`config.mk`:
```
export PLATFORM = sky130hd
export DESIGN_NAME = pid_filter_b_port
export DESIGN_NICKNAME = d
export VERILOG_FILES = /design/src/shared/tsf_pkg.sv /design/src/logic/pid_table.sv /design/src/logic/stream_fifo.sv /design/src/logic/pid_filter_b_port.sv
export SDC_FILE = /design/constraint.sdc
export NUM_CORES = 2
export LEC_CHECK = 0
export BUFFER_PORTS_ARGS = -buffer_cell sky130_fd_sc_hd__buf_2
export CORE_MARGIN = 1.5
export CORE_UTILIZATION = 25
export DETAILED_ROUTE_END_ITERATION = 16
export PLACE_DENSITY_LB_ADDON = 0.08
export SYNTH_ARGS = -nofsm -noshare
export SYNTH_HDL_FRONTEND = slang
export SYNTH_HIERARCHICAL = 1
export SYNTH_SLANG_ARGS = --single-unit
export TNS_END_PERCENT = 1
```
`constraint.sdc`:
```
create_clock -name clock -period 8.25 [get_ports clock]
set_input_delay 0.825 -clock clock [delete_from_list [all_inputs] [get_ports clock]]
set_output_delay 0.825 -clock clock [all_outputs]
set_load 0.1 [all_outputs]
```
`src/shared/tsf_pkg.sv`:
```
// Constants, field positions and state types for the filter B register port
package tsf_pkg;
	// ==========================================================
	// Register byte offsets
	localparam logic [11:0] OFF_FILTER_PORT = 12'h0DC;
	localparam logic [11:0] OFF_FILTER_CSR  = 12'h0E0;
	localparam logic [11:0] OFF_INS_PORT    = 12'h0E4;
	localparam logic [11:0] OFF_INS_CTRL    = 12'h0E8;
	// ==========================================================
	// Filter control and status fields
	localparam int CSR_ON_BIT   = 0;
	localparam int CSR_CLR_BIT  = 1;
	localparam int CSR_DEST_LO  = 4;
	localparam int CSR_WR_LO    = 8;
	localparam int CSR_RD_LO    = 12;
	// ==========================================================
	// Insertion control fields
	localparam int INS_SIZE_LO    = 0;
	localparam int INS_ON_BIT     = 6;
	localparam int INS_DEST_LO    = 8;
	localparam int INS_RD_LO      = 16;
	localparam int INS_RDRST_BIT  = 22;
	localparam int INS_WR_LO      = 24;
	localparam int INS_WRRST_BIT  = 30;
	// ==========================================================
	// Widths, depths and reset values
	localparam int DATA_W       = 32;
	localparam int PID_W        = 13;
	localparam int BUF_W        = 3;
	localparam int TABLE_DEPTH  = 16;
	localparam int TABLE_PTR_W  = 4;
	localparam int INS_DEPTH    = 64;
	localparam int INS_PTR_W    = 6;
	localparam int FIFO_DEPTH   = 8;
	localparam logic [31:0] REG_RESET = 32'h0000_0000;
	// ==========================================================
	// Insertion sequencer states
	typedef enum logic [0:0]
	{
		INS_IDLE = 1'b0,
		INS_SEND = 1'b1
	} ins_state_t;
endpackage

```
`src/logic/pid_table.sv`:
```
// Sixteen-entry identifier comparison table with clear, write and match
`timescale 1ns/1ps
module pid_table
(
	input  wire logic        clock,    // System clock
	input  wire logic        resetn,   // Synchronous reset, active low
	input  wire logic        clear,    // Zero every entry
	input  wire logic        wr_en,    // Write one entry
	input  wire logic [3:0]  wr_addr,  // Entry written
	input  wire logic [31:0] wr_data,  // Value written
	input  wire logic [3:0]  rd_addr,  // Entry read
	output logic      [31:0] rd_data,  // Entry at rd_addr
	input  wire logic [12:0] pid,      // Identifier under test
	output logic             match     // Some entry equals pid
);
	// ==========================================================
	// Entries
	logic [31:0] entry [0:tsf_pkg::TABLE_DEPTH-1];
	logic [tsf_pkg::TABLE_DEPTH-1:0] hit;

	genvar i;
	generate
		for (i = 0; i < tsf_pkg::TABLE_DEPTH; i++)
		begin : g_entry
			// Clear beats a write in the same cycle
			always_ff @(posedge clock)
			begin
				if (!resetn || clear)
					entry[i] <= tsf_pkg::REG_RESET;
				else if (wr_en && wr_addr == 4'(i))
					entry[i] <= wr_data;
			end
			// Only the low identifier bits take part in the compare
			assign hit[i] = (entry[i][tsf_pkg::PID_W-1:0] == pid);
		end
	endgenerate

	// Read and match views
	assign rd_data = entry[rd_addr];
	assign match   = |hit;
endmodule // pid_table

```
`src/logic/stream_fifo.sv`:
```
// Small FIFO with registered output stage and registered ready
`timescale 1ns/1ps
module stream_fifo
#(
	parameter int WIDTH = 35,
	parameter int DEPTH = 8
)
(
	input  wire logic             clock,     // System clock
	input  wire logic             resetn,    // Synchronous reset, active low
	input  wire logic             in_valid,  // Push request
	output logic                  in_ready,  // Room for a push
	output logic                  room_next, // Room after this cycle
	input  wire logic [WIDTH-1:0] in_data,   // Pushed word
	output logic                  out_valid, // Output word held
	input  wire logic             out_ready, // Drain accepts word
	output logic      [WIDTH-1:0] out_data   // Output word
);
	localparam int PW = $clog2(DEPTH);
	localparam logic [PW:0] FULL = (PW+1)'(DEPTH);

	// ==========================================================
	// Storage and pointers
	logic [WIDTH-1:0] mem [0:DEPTH-1];
	logic [PW-1:0]    wr_ptr;
	logic [PW-1:0]    rd_ptr;
	logic [PW:0]      count;
	logic [PW:0]      next_count;
	logic             push;
	logic             pop;

	assign push       = in_valid && in_ready;
	assign pop        = (count != '0) && (!out_valid || out_ready);
	assign next_count = count + (PW+1)'(push) - (PW+1)'(pop);
	assign room_next  = (next_count != FULL);

	// Ready is registered so the upstream sees a clean level
	always_ff @(posedge clock)
	begin
		if (!resetn)
		begin
			wr_ptr   <= '0;
			rd_ptr   <= '0;
			count    <= '0;
			in_ready <= 1'b0;
		end
		else
		begin
			if (push)
				wr_ptr <= wr_ptr + 1'b1;
			if (pop)
				rd_ptr <= rd_ptr + 1'b1;
			count    <= next_count;
			in_ready <= room_next;
		end
	end

	// Memory needs no reset; count guards every read
	always_ff @(posedge clock)
	begin
		if (push)
			mem[wr_ptr] <= in_data;
	end

	// Output stage refills whenever it is empty or drained
	always_ff @(posedge clock)
	begin
		if (!resetn)
		begin
			out_valid <= 1'b0;
			out_data  <= '0;
		end
		else if (pop)
		begin
			out_valid <= 1'b1;
			out_data  <= mem[rd_ptr];
		end
		else if (out_ready)
			out_valid <= 1'b0;
	end
endmodule // stream_fifo

```
`src/logic/pid_filter_b_port.sv`:
```
// Filter B control, table access, insertion RAM port and accepted-packet path
//
// What this block does
// - Reserved control bits ignore writes, read zero.
// - Read pointer advances per table read while off.
// - Turning filter on zeroes read pointer.
// - Table reads while on keep read pointer.
// - Write pointer advances per table write while off.
// - Write pointer held zero while filter on.
// - Destination field picks one of eight buffers.
// - Clear bit zeroes table and both pointers.
// - When on, only packets whose first-word identifier matches pass.
// - Insertion port writes store at write pointer.
// - Insertion writes while disabled advance pointer.
// - Insertion port inert while insertion enabled.
// - Insertion RAM never cleared or initialised.
// - Table port reads entry, writes when off.
// - Insertion enable zeroes pointers, self-clears after.
`timescale 1ns/1ps
module pid_filter_b_port
(
	input  wire logic        clock,       // 25 MHz system clock
	input  wire logic        resetn,      // Synchronous reset, active low
	input  wire logic [11:0] host_addr,   // Register byte address
	input  wire logic        host_wr,     // Write strobe, one cycle
	input  wire logic        host_rd,     // Read strobe, one cycle
	input  wire logic [31:0] host_wdata,  // Write data
	output logic      [31:0] host_rdata,  // Read data, held
	output logic             host_rvalid, // Read data valid pulse
	input  wire logic        in_valid,    // Stream word present
	output logic             in_ready,    // Stream word taken
	input  wire logic        in_first,    // First word of packet
	input  wire logic        in_last,     // Last word of packet
	input  wire logic [12:0] in_pid,      // Packet identifier
	input  wire logic [31:0] in_data,     // Stream word
	output logic             out_valid,   // Buffer word present
	input  wire logic        out_ready,   // Buffer takes word
	output logic      [31:0] out_data,    // Buffer word
	output logic      [2:0]  out_buffer   // Target data buffer
);
	// ==========================================================
	// Register decode
	logic rd_tbl;
	logic wr_tbl;
	logic wr_csr;
	logic rd_ins;
	logic wr_ins;
	logic wr_ictl;

	assign rd_tbl  = host_rd && (host_addr == tsf_pkg::OFF_FILTER_PORT);
	assign wr_tbl  = host_wr && (host_addr == tsf_pkg::OFF_FILTER_PORT);
	assign wr_csr  = host_wr && (host_addr == tsf_pkg::OFF_FILTER_CSR);
	assign rd_ins  = host_rd && (host_addr == tsf_pkg::OFF_INS_PORT);
	assign wr_ins  = host_wr && (host_addr == tsf_pkg::OFF_INS_PORT);
	assign wr_ictl = host_wr && (host_addr == tsf_pkg::OFF_INS_CTRL);

	// ==========================================================
	// Filter control
	logic                        filter_on;
	logic [tsf_pkg::BUF_W-1:0]   accept_destination_buffer;
	logic [tsf_pkg::TABLE_PTR_W-1:0] table_read_pointer;
	logic [tsf_pkg::TABLE_PTR_W-1:0] table_write_pointer;
	logic                        filter_table_clear;
	logic                        turn_on;

	// The clear bit is a pulse only, so it always reads back as zero
	assign filter_table_clear = wr_csr && host_wdata[tsf_pkg::CSR_CLR_BIT];
	assign turn_on = wr_csr && host_wdata[tsf_pkg::CSR_ON_BIT] && !filter_on;

	// Enable and destination; reserved bits have no storage
	always_ff @(posedge clock)
	begin
		if (!resetn)
		begin
			filter_on                 <= 1'b0;
			accept_destination_buffer <= '0;
		end
		else if (wr_csr)
		begin
			filter_on                 <= host_wdata[tsf_pkg::CSR_ON_BIT];
			accept_destination_buffer <= host_wdata[tsf_pkg::CSR_DEST_LO +: tsf_pkg::BUF_W];
		end
	end

	// Read pointer: zeroed by clear or enable, frozen while on
	always_ff @(posedge clock)
	begin
		if (!resetn)
			table_read_pointer <= '0;
		else if (filter_table_clear)
			table_read_pointer <= '0;
		else if (turn_on)
			table_read_pointer <= '0;
		else if (rd_tbl && !filter_on)
			table_read_pointer <= table_read_pointer + 1'b1;
	end

	// Write pointer: held at zero whenever the filter runs
	always_ff @(posedge clock)
	begin
		if (!resetn)
			table_write_pointer <= '0;
		else if (filter_table_clear || filter_on || turn_on)
			table_write_pointer <= '0;
		else if (wr_tbl)
			table_write_pointer <= table_write_pointer + 1'b1;
	end

	// ==========================================================
	// Filter table
	logic [31:0] table_rd_data;
	logic        pid_match;

	pid_table u_table
	(
		.clock   (clock),
		.resetn  (resetn),
		.clear   (filter_table_clear),
		.wr_en   (wr_tbl && !filter_on),
		.wr_addr (table_write_pointer),
		.wr_data (host_wdata),
		.rd_addr (table_read_pointer),
		.rd_data (table_rd_data),
		.pid     (in_pid),
		.match   (pid_match)
	);

	// ==========================================================
	// Insertion control and RAM
	logic                          insertion_on;
	logic [tsf_pkg::INS_PTR_W-1:0] ins_wr_ptr;
	logic [tsf_pkg::INS_PTR_W-1:0] ins_rd_ptr;
	logic [tsf_pkg::INS_PTR_W-1:0] ins_size;
	logic [tsf_pkg::BUF_W-1:0]     ins_dest;
	logic [31:0]                   ins_ram [0:tsf_pkg::INS_DEPTH-1];
	logic                          ins_set;
	logic                          ins_push;
	logic                          ins_last;
	logic                          fifo_in_ready;
	tsf_pkg::ins_state_t           state;
	tsf_pkg::ins_state_t           next_state;

	assign ins_set  = wr_ictl && host_wdata[tsf_pkg::INS_ON_BIT] && !insertion_on;
	assign ins_push = (state == tsf_pkg::INS_SEND) && fifo_in_ready;
	assign ins_last = ins_push && (ins_rd_ptr + 1'b1 == ins_size);

	// Software write wins over the hardware clear in the same cycle
	always_ff @(posedge clock)
	begin
		if (!resetn)
			insertion_on <= 1'b0;
		else if (wr_ictl)
			insertion_on <= host_wdata[tsf_pkg::INS_ON_BIT];
		else if (ins_last)
			insertion_on <= 1'b0;
	end

	// Size and target buffer of the inserted packet
	always_ff @(posedge clock)
	begin
		if (!resetn)
		begin
			ins_size <= '0;
			ins_dest <= '0;
		end
		else if (wr_ictl)
		begin
			ins_size <= host_wdata[tsf_pkg::INS_SIZE_LO +: tsf_pkg::INS_PTR_W];
			ins_dest <= host_wdata[tsf_pkg::INS_DEST_LO +: tsf_pkg::BUF_W];
		end
	end

	// Write pointer wraps naturally at sixty-four words
	always_ff @(posedge clock)
	begin
		if (!resetn)
			ins_wr_ptr <= '0;
		else if (ins_set)
			ins_wr_ptr <= '0;
		else if (!insertion_on)
		begin
			if (wr_ictl && host_wdata[tsf_pkg::INS_WRRST_BIT])
				ins_wr_ptr <= '0;
			else if (wr_ins)
				ins_wr_ptr <= ins_wr_ptr + 1'b1;
		end
	end

	// Read pointer follows the hardware while inserting
	always_ff @(posedge clock)
	begin
		if (!resetn)
			ins_rd_ptr <= '0;
		else if (ins_set)
			ins_rd_ptr <= '0;
		else if (insertion_on)
		begin
			if (ins_push)
				ins_rd_ptr <= ins_rd_ptr + 1'b1;
		end
		else if (wr_ictl && host_wdata[tsf_pkg::INS_RDRST_BIT])
			ins_rd_ptr <= '0;
		else if (rd_ins)
			ins_rd_ptr <= ins_rd_ptr + 1'b1;
	end

	// No reset: contents are undefined until the host loads them
	always_ff @(posedge clock)
	begin
		if (wr_ins && !insertion_on)
			ins_ram[ins_wr_ptr] <= host_wdata;
	end

	// ==========================================================
	// Stream acceptance
	logic mid_packet;
	logic next_mid_packet;
	logic accept_lat;
	logic accept_now;
	logic push_stream;

	assign push_stream = in_valid && in_ready;
	// Decision is taken on the first word and held for the packet
	assign accept_now  = in_first ? (!filter_on || pid_match) : accept_lat;
	assign next_mid_packet = push_stream ? !in_last : mid_packet;

	// Packet tracking
	always_ff @(posedge clock)
	begin
		if (!resetn)
		begin
			mid_packet <= 1'b0;
			accept_lat <= 1'b0;
		end
		else
		begin
			mid_packet <= next_mid_packet;
			if (push_stream && in_first)
				accept_lat <= accept_now;
		end
	end

	// Insertion waits for a packet boundary so streams never interleave
	always_comb
	begin
		next_state = state;
		unique case (state)
			tsf_pkg::INS_IDLE:
				if (insertion_on && !next_mid_packet)
					next_state = tsf_pkg::INS_SEND;
			tsf_pkg::INS_SEND:
				if (ins_last || !insertion_on)
					next_state = tsf_pkg::INS_IDLE;
		endcase
	end

	// Sequencer state and registered stream ready
	logic fifo_room_next;
	always_ff @(posedge clock)
	begin
		if (!resetn)
		begin
			state    <= tsf_pkg::INS_IDLE;
			in_ready <= 1'b0;
		end
		else
		begin
			state    <= next_state;
			in_ready <= fifo_room_next && (next_state == tsf_pkg::INS_IDLE);
		end
	end

	// ==========================================================
	// Output buffer
	logic        fifo_push;
	logic [34:0] fifo_in;
	logic [34:0] fifo_out;

	assign fifo_push = ins_push || (push_stream && accept_now);
	assign fifo_in   = ins_push ? {ins_dest, ins_ram[ins_rd_ptr]}
	                            : {accept_destination_buffer, in_data};

	stream_fifo
	#(
		.WIDTH (tsf_pkg::BUF_W + tsf_pkg::DATA_W),
		.DEPTH (tsf_pkg::FIFO_DEPTH)
	)
	u_fifo
	(
		.clock     (clock),
		.resetn    (resetn),
		.in_valid  (fifo_push),
		.in_ready  (fifo_in_ready),
		.room_next (fifo_room_next),
		.in_data   (fifo_in),
		.out_valid (out_valid),
		.out_ready (out_ready),
		.out_data  (fifo_out)
	);

	assign out_data   = fifo_out[tsf_pkg::DATA_W-1:0];
	assign out_buffer = fifo_out[34:tsf_pkg::DATA_W];

	// ==========================================================
	// Read views
	logic [31:0] csr_view;
	logic [31:0] ictl_view;

	always_comb
	begin
		csr_view = tsf_pkg::REG_RESET;
		csr_view[tsf_pkg::CSR_ON_BIT] = filter_on;
		csr_view[tsf_pkg::CSR_DEST_LO +: tsf_pkg::BUF_W] = accept_destination_buffer;
		csr_view[tsf_pkg::CSR_WR_LO +: tsf_pkg::TABLE_PTR_W] = table_write_pointer;
		csr_view[tsf_pkg::CSR_RD_LO +: tsf_pkg::TABLE_PTR_W] = table_read_pointer;
		ictl_view = tsf_pkg::REG_RESET;
		ictl_view[tsf_pkg::INS_SIZE_LO +: tsf_pkg::INS_PTR_W] = ins_size;
		ictl_view[tsf_pkg::INS_ON_BIT] = insertion_on;
		ictl_view[tsf_pkg::INS_DEST_LO +: tsf_pkg::BUF_W] = ins_dest;
		ictl_view[tsf_pkg::INS_RD_LO +: tsf_pkg::INS_PTR_W] = ins_rd_ptr;
		ictl_view[tsf_pkg::INS_WR_LO +: tsf_pkg::INS_PTR_W] = ins_wr_ptr;
	end

	// Read data is registered; unmapped addresses answer zero
	always_ff @(posedge clock)
	begin
		if (!resetn)
		begin
			host_rdata  <= tsf_pkg::REG_RESET;
			host_rvalid <= 1'b0;
		end
		else
		begin
			host_rvalid <= host_rd;
			if (host_rd)
			begin
				unique case (host_addr)
					tsf_pkg::OFF_FILTER_PORT: host_rdata <= table_rd_data;
					tsf_pkg::OFF_FILTER_CSR:  host_rdata <= csr_view;
					tsf_pkg::OFF_INS_PORT:    host_rdata <= ins_ram[ins_rd_ptr];
					tsf_pkg::OFF_INS_CTRL:    host_rdata <= ictl_view;
					default:                  host_rdata <= tsf_pkg::REG_RESET;
				endcase
			end
		end
	end
endmodule // pid_filter_b_port

```
# Word-level counts from Yosys, hierarchy flattened
# Memories as Yosys holds them, arrays and structs flattened. A register that Yosys moved wholly into a read port is not among the register bits.
# Index checks and enable logic that the tools add are counted.
# word_totals
mem_count	3
ramBits	2840
elab_cells	247
register_bits	83
out_inout_bits	70
in_bits	97
# classes
bitwise	20
eq_ne	38
n_reduce_logical	67
mux	91
n_addsub	8
# mem_list
memory	words	word_bits	rd	rd_clocked_by_memory_dff	write_ports	line_no	rtl
ins_ram	64	32	1	1	1	pid_filter_b_port.sv:135	logic [31:0] ins_ram [0:tsf_pkg::INS_DEPTH-1];
u_table.entry	16	32	17	1	16	pid_table.sv:18	logic [31:0] entry [0:tsf_pkg::TABLE_DEPTH-1];
u_fifo.mem	8	35	1	1	1	stream_fifo.sv:24	logic [WIDTH-1:0] mem [0:DEPTH-1];
# op_table
operator	n
$mux 32	16
$eq 13x13->1	16
$pmux 32 s4	1
$mux 1	62
$eq 12x8->1 const B	4
$mux 6	8
$logic_and 1x1->1	41
$mux 35	1
$eq 4x4->1 const B	8
$eq 4x3->1 const B	4
$or 1x1->1	16
$reduce_or 16->1	1
$add 6x1->6 const B	2
$add 4x1->4 const B	2
$eq 4x2->1 const B	2
$mux 4	2
$logic_not 1->1	7
$logic_or 1x1->1	7
$add 3x1->3 const B	2
$eq 6x6->1	1
$reduce_bool 2->1	3
$add 4x1->4	1
$eq 4x1->1 const B	1
$logic_not 4->1	1
other kinds (10)	15

# Logic depth before layout (Yosys ltp)
# An unclocked memory read counts as a cell.
# depth
depth_word	12
mapped_depth	20
depth_no_buf	18

# By module
# Netlist, hierarchy kept.
# modules_own_cells
mod	seq_area_each_um2	cells_each	n_inst	area_per_inst_um2
pid_filter_b_port	63040.5	4129	1	82844.5
pid_table	15374.7	1651	1	25316.8
stream_fifo	9349.0	672	1	12254.3

# Worst setup path after synthesis
# OpenSTA, ideal clock, no wires.
# synth_path
kind	input to register
startpoint	input port in_pid[2]
endpoint	memory u_fifo.mem[0][0], enable pin
path_buffers	2
arrival_ns	6.158
required_time_ns	7.735
path_stages	13
slack_ns	1.577
setup_time_ns	0.515
path_cell_list	buf_2 > buf_2 > xor2_1 > nor4_1 > nand4_1 > nor4_1 > nor4_1 > nand4_1 > nand3b_1 > o21ai_0 > o21ai_0 > nand2_1 > nor4_1
# synth_via
elab_chain_cells	9
elab_cells_between_ends	24
classes_between	16 x eq/ne; 3 x mux; 5 x reduce/logical
# synth_rtl
item	line_no	rtl
start: declaration	pid_filter_b_port.sv:34	input wire logic [12:0] in_pid,
$eq 13x13->1	pid_table.sv:34	assign hit[i] = (entry[i][tsf_pkg::PID_W-1:0] == pid);
$reduce_or 16->1 *	pid_table.sv:40	assign match = |hit;
named net pid_match	pid_filter_b_port.sv:112	logic pid_match;
$logic_or 1x1->1 *	pid_filter_b_port.sv:224	assign accept_now = in_first ? (!filter_on || pid_match) : accept_lat;
$mux 1 *	pid_filter_b_port.sv:224	
$logic_and 1x1->1 *	pid_filter_b_port.sv:279	assign fifo_push = ins_push || (push_stream && accept_now);
$logic_or 1x1->1 *	pid_filter_b_port.sv:279	
named net fifo_push	pid_filter_b_port.sv:275	logic fifo_push;
$logic_and 1x1->1 *	stream_fifo.sv:32	assign push = in_valid && in_ready;
$mux 1 *	stream_fifo.sv:61	if (push)
$mux 1 (implied by the code) *	stream_fifo.sv:62	mem[wr_ptr] <= in_data;
end: declaration	stream_fifo.sv:24	
# Mark *: on every way through the listed nets, which the timed path passes. The rest lies on a longest branch.

==> results.json <==
{
  "outcome": "completed",
  "cts_hold_buf": 0,
  "worst_slew_pin_slew_ps": 1289,
  "dp_hpwl_um": 296300,
  "io_pins": 167,
  "ctsLongestPathBuffers": 4,
  "drv_cap": 0,
  "grt_overflow_total": 0,
  "via_per_inst": 4.723,
  "hold_path.class": "in -> reg",
  "dieArea_um2": 485800,
  "io_buffers": 166,
  "die_x_um": 697.0,
  "cts_tree": "yes",
  "cp.arrival_ps": 6430,
  "hold_violations": 0,
  "drtPass1Iterations": 5,
  "ys_types": 90,
  "synth_seq_cells": 2964,
  "final_nets": 6956,
  "cts-root-buf": "clkbuf_16",
  "synth_ff_type": "edfxtp_1",
  "synth_edf_count": 2840,
  "vias": 64030,
  "power_leakage_nw": 43.14,
  "worst-setup-path-type": "reg -> reg",
  "yosys.area.top_type": "edfxtp_1",
  "top_layer": "met4",
  "setup_viol": 0,
  "tns_ps": 0,
  "yosys-top-cells-area": "edfxtp_1 71%, mux4_2 11%, mux2i_1 2.7%",
  "core_area_um2": 479300,
  "fmax_ghz": 0.1788,
  "ys_seq_area_frac": 0.7288,
  "antenna_found_initial": 59,
  "crit_chain": "xor2_1 -> nor4_1 -> nand4_1 -> nor4_1 -> nor4_1 -> nand4_1 -> nand3b_1 -> o21ai_0 -> o21ai_0 -> nand2_1 -> ha_1 -> inv_1 -> ha_1 -> fa_1 -> xor2_1 -> or4_1 -> and3_1",
  "worst_hold_slack_ps": 200.7,
  "drc_errors": 0,
  "routedWlPerCell_um": 34.18,
  "p_per_area_nw_per_um2": 245.2,
  "clk_latency_ps": 980,
  "drt_iter0_markers": 5696,
  "wl_met1_um": 209700,
  "layout-area-overhead-vs-synth_pct": 17.31,
  "async_flop_share": 0,
  "relSlewSlack": 0.1344,
  "avgSynthCellArea_um2": 18.66,
  "globalplace.congestion": 0.8081,
  "rsz0062_at_grt": "no",
  "grt_pass1_vias": 66110,
  "synthCells": 6452,
  "path_max_fanout": 7,
  "yosysTopAreaCellShare": 0.7082,
  "critPathLaunchType": "register",
  "slew_violations": 0,
  "cp-end-kind": "register",
  "syn-num-nets": 6561,
  "critPathMaxStageDelay_ps": 610,
  "grt_max_degree": 83,
  "grt_pass1_wl_um": 619400,
  "drt-total-wl_um": 463400,
  "worstPathRequired_ps": 9090,
  "finalPower_mw": 34.64,
  "wl_met3_um": 18130,
  "clock_sinks": 2964,
  "start_util": 0.2513,
  "antenna_left": 0,
  "track_usage": 0.1859,
  "cts_resized": 0,
  "cts.clk_slew.worst_paths_ps": 60,
  "rows": 254,
  "slowest_stage": "nor4_1",
  "die_h_um": 697.0,
  "fin_crit_ps": 5591,
  "syn_area_um2": 120400,
  "drive_gt1_frac": 0.2363,
  "fillCellCount": 47330,
  "wl_met2_um": 221900,
  "period_share": 0.6778,
  "critPathMostFrequentCell": "nor4_1",
  "vdd_ir_drop_max_mv": 0.2206,
  "cts_buffers": 359,
  "yosys_warnings": 6,
  "cts_max_level": 5,
  "finalClockSkew_ps": 64.49,
  "post_cts_buffers": 0
}
cell usage after synthesis (85+ instances only):
cell type  number
nand3_1        85
xnor2_1       125
dfxtp_1       124
edfxtp_1     2840
clkbuf_1      165
xor2_1        106
nor2_1        155
mux4_2        577
and2_1        526
a22oi_1       156
a21oi_1       116
mux2i_1       330
nand2_1       230
metal layers:
layer	vias up	GRT usage
met1	35230	0.2563
met3	465	0.02302
met2	1563	0.3091
met4	0	0.04991
li1	26770	-
met5	-	0
power breakdown:
group / total [mW] / internal [mW] / switching, mW
clock: 15.3 / 8.86 / 6.47
sequential: 16.9 / 16.7 / 0.187
combinational: 2.40 / 0.562 / 1.84
total: 34.6 / 26.1 / 8.49
worst max-delay path: cells and delay by family, from the launching register on:
kind / cells / cell delay [ps]
AND/OR/NAND/NOR: 9 / 2970
adder cells (fa/ha/maj): 3 / 1010
AO/OA/AOI/OAI: 2 / 620
flip-flops: 1 / 430
XOR/XNOR: 2 / 380
buffers and inverters: 1 / 40
through the flow:
step / instance area, um^2 / util / setup WS (ps) / cells
6_report: 141300 / 0.2948 / 2659 / 13560
5_1_grt: 141200 / 0.2946 / 2392 / 13530
3_5_place_dp: 130000 / 0.2713 / 1843 / 12890
2_1_floorplan: 120400 / - / 1577 / 6452
3_3_place_gp: 130000 / 0.2713 / 1827 / 12890
4_1_cts: 141200 / 0.2946 / 2674 / 13530
sequential cells by signal, summed over array words and instances, names as in the netlist, 4 cells and up, named ones only:
name                 flops
u_fifo/out_data         35
table_write_pointer      4
u_fifo/count             4
u_table/entry          512
ins_wr_ptr               6
ins_rd_ptr               6
ins_ram               2048
u_fifo/mem             280
host_rdata              32
table_read_pointer       4
ins_size                 6
cell families (layout without fill, tap and decap cells):
kind of cell	after synthesis	after routing	synth area share
xor gates and xnor gates	231	231	0.01680
other	0	26	0
muxes	933	933	0.1394
buffers and inverters	427	1106	0.02111
DFF	2964	2964	0.7288
adders and majority gates	12	12	0.001309
and+or+nand+nor	1278	1278	0.05857
AOI/OAI and AO/OA	607	607	0.03396
area by class of cell:
| cell class | count | area, um^2 | share of cell area |
|---|---|---|---|
| clock inverter | 186 | 1535 | 0.01087 |
| multi-input combinational | 3061 | 31000 | 0.2194 |
| inverter | 19 | 71.32 | 0.0005049 |
| tap | 6400 | 8008 | 0.05669 |
| antenna | 26 | 65.06 | 0.0004606 |
| timing repair buffer | 442 | 3146 | 0.02227 |
| sequential | 2964 | 87800 | 0.6215 |
| clock buffer | 459 | 9644 | 0.06827 |
path summary, 6_finish.rpt:
kind	startpoint	end	slack [ps]	cells after the start
worst max-delay path	u_table/entry[8][12]$_SDFFCE_PN0P_	in_ready$_SDFF_PN0_	2660	17
worst min-delay path	host_wdata[28]	ins_ram[20][28]$_DFFE_PP_	200	1
worst max register to register	u_table/entry[8][12]$_SDFFCE_PN0P_	in_ready$_SDFF_PN0_	2660	17
worst min register to register	ins_dest[1]$_SDFFE_PN0N_	ins_dest[1]$_SDFFE_PN0N_	490	2
placed cells by master (no fill, tap or decap), types with 42 or more instances in the layout:
cell type / instances
edfxtp_1: 2840
mux4_2: 577
and2_1: 525
clkbuf_16: 371
mux2i_1: 330
buf_4: 295
nand2_1: 229
a22oi_1: 156
buf_2: 134
xnor2_1: 125
a21oi_1: 115
dfxtp_1: 111
xor2_1: 106
nand3_1: 85
clkbuf_1: 85
clkinv_1: 82
nand4_1: 78
o22ai_1: 72
nor2_4: 69
nor2_1: 67
clkinv_2: 66
o21ai_0: 51
a22o_1: 42
o21ai_1: 42
Note: power is estimated with default switching activity, not from simulation.
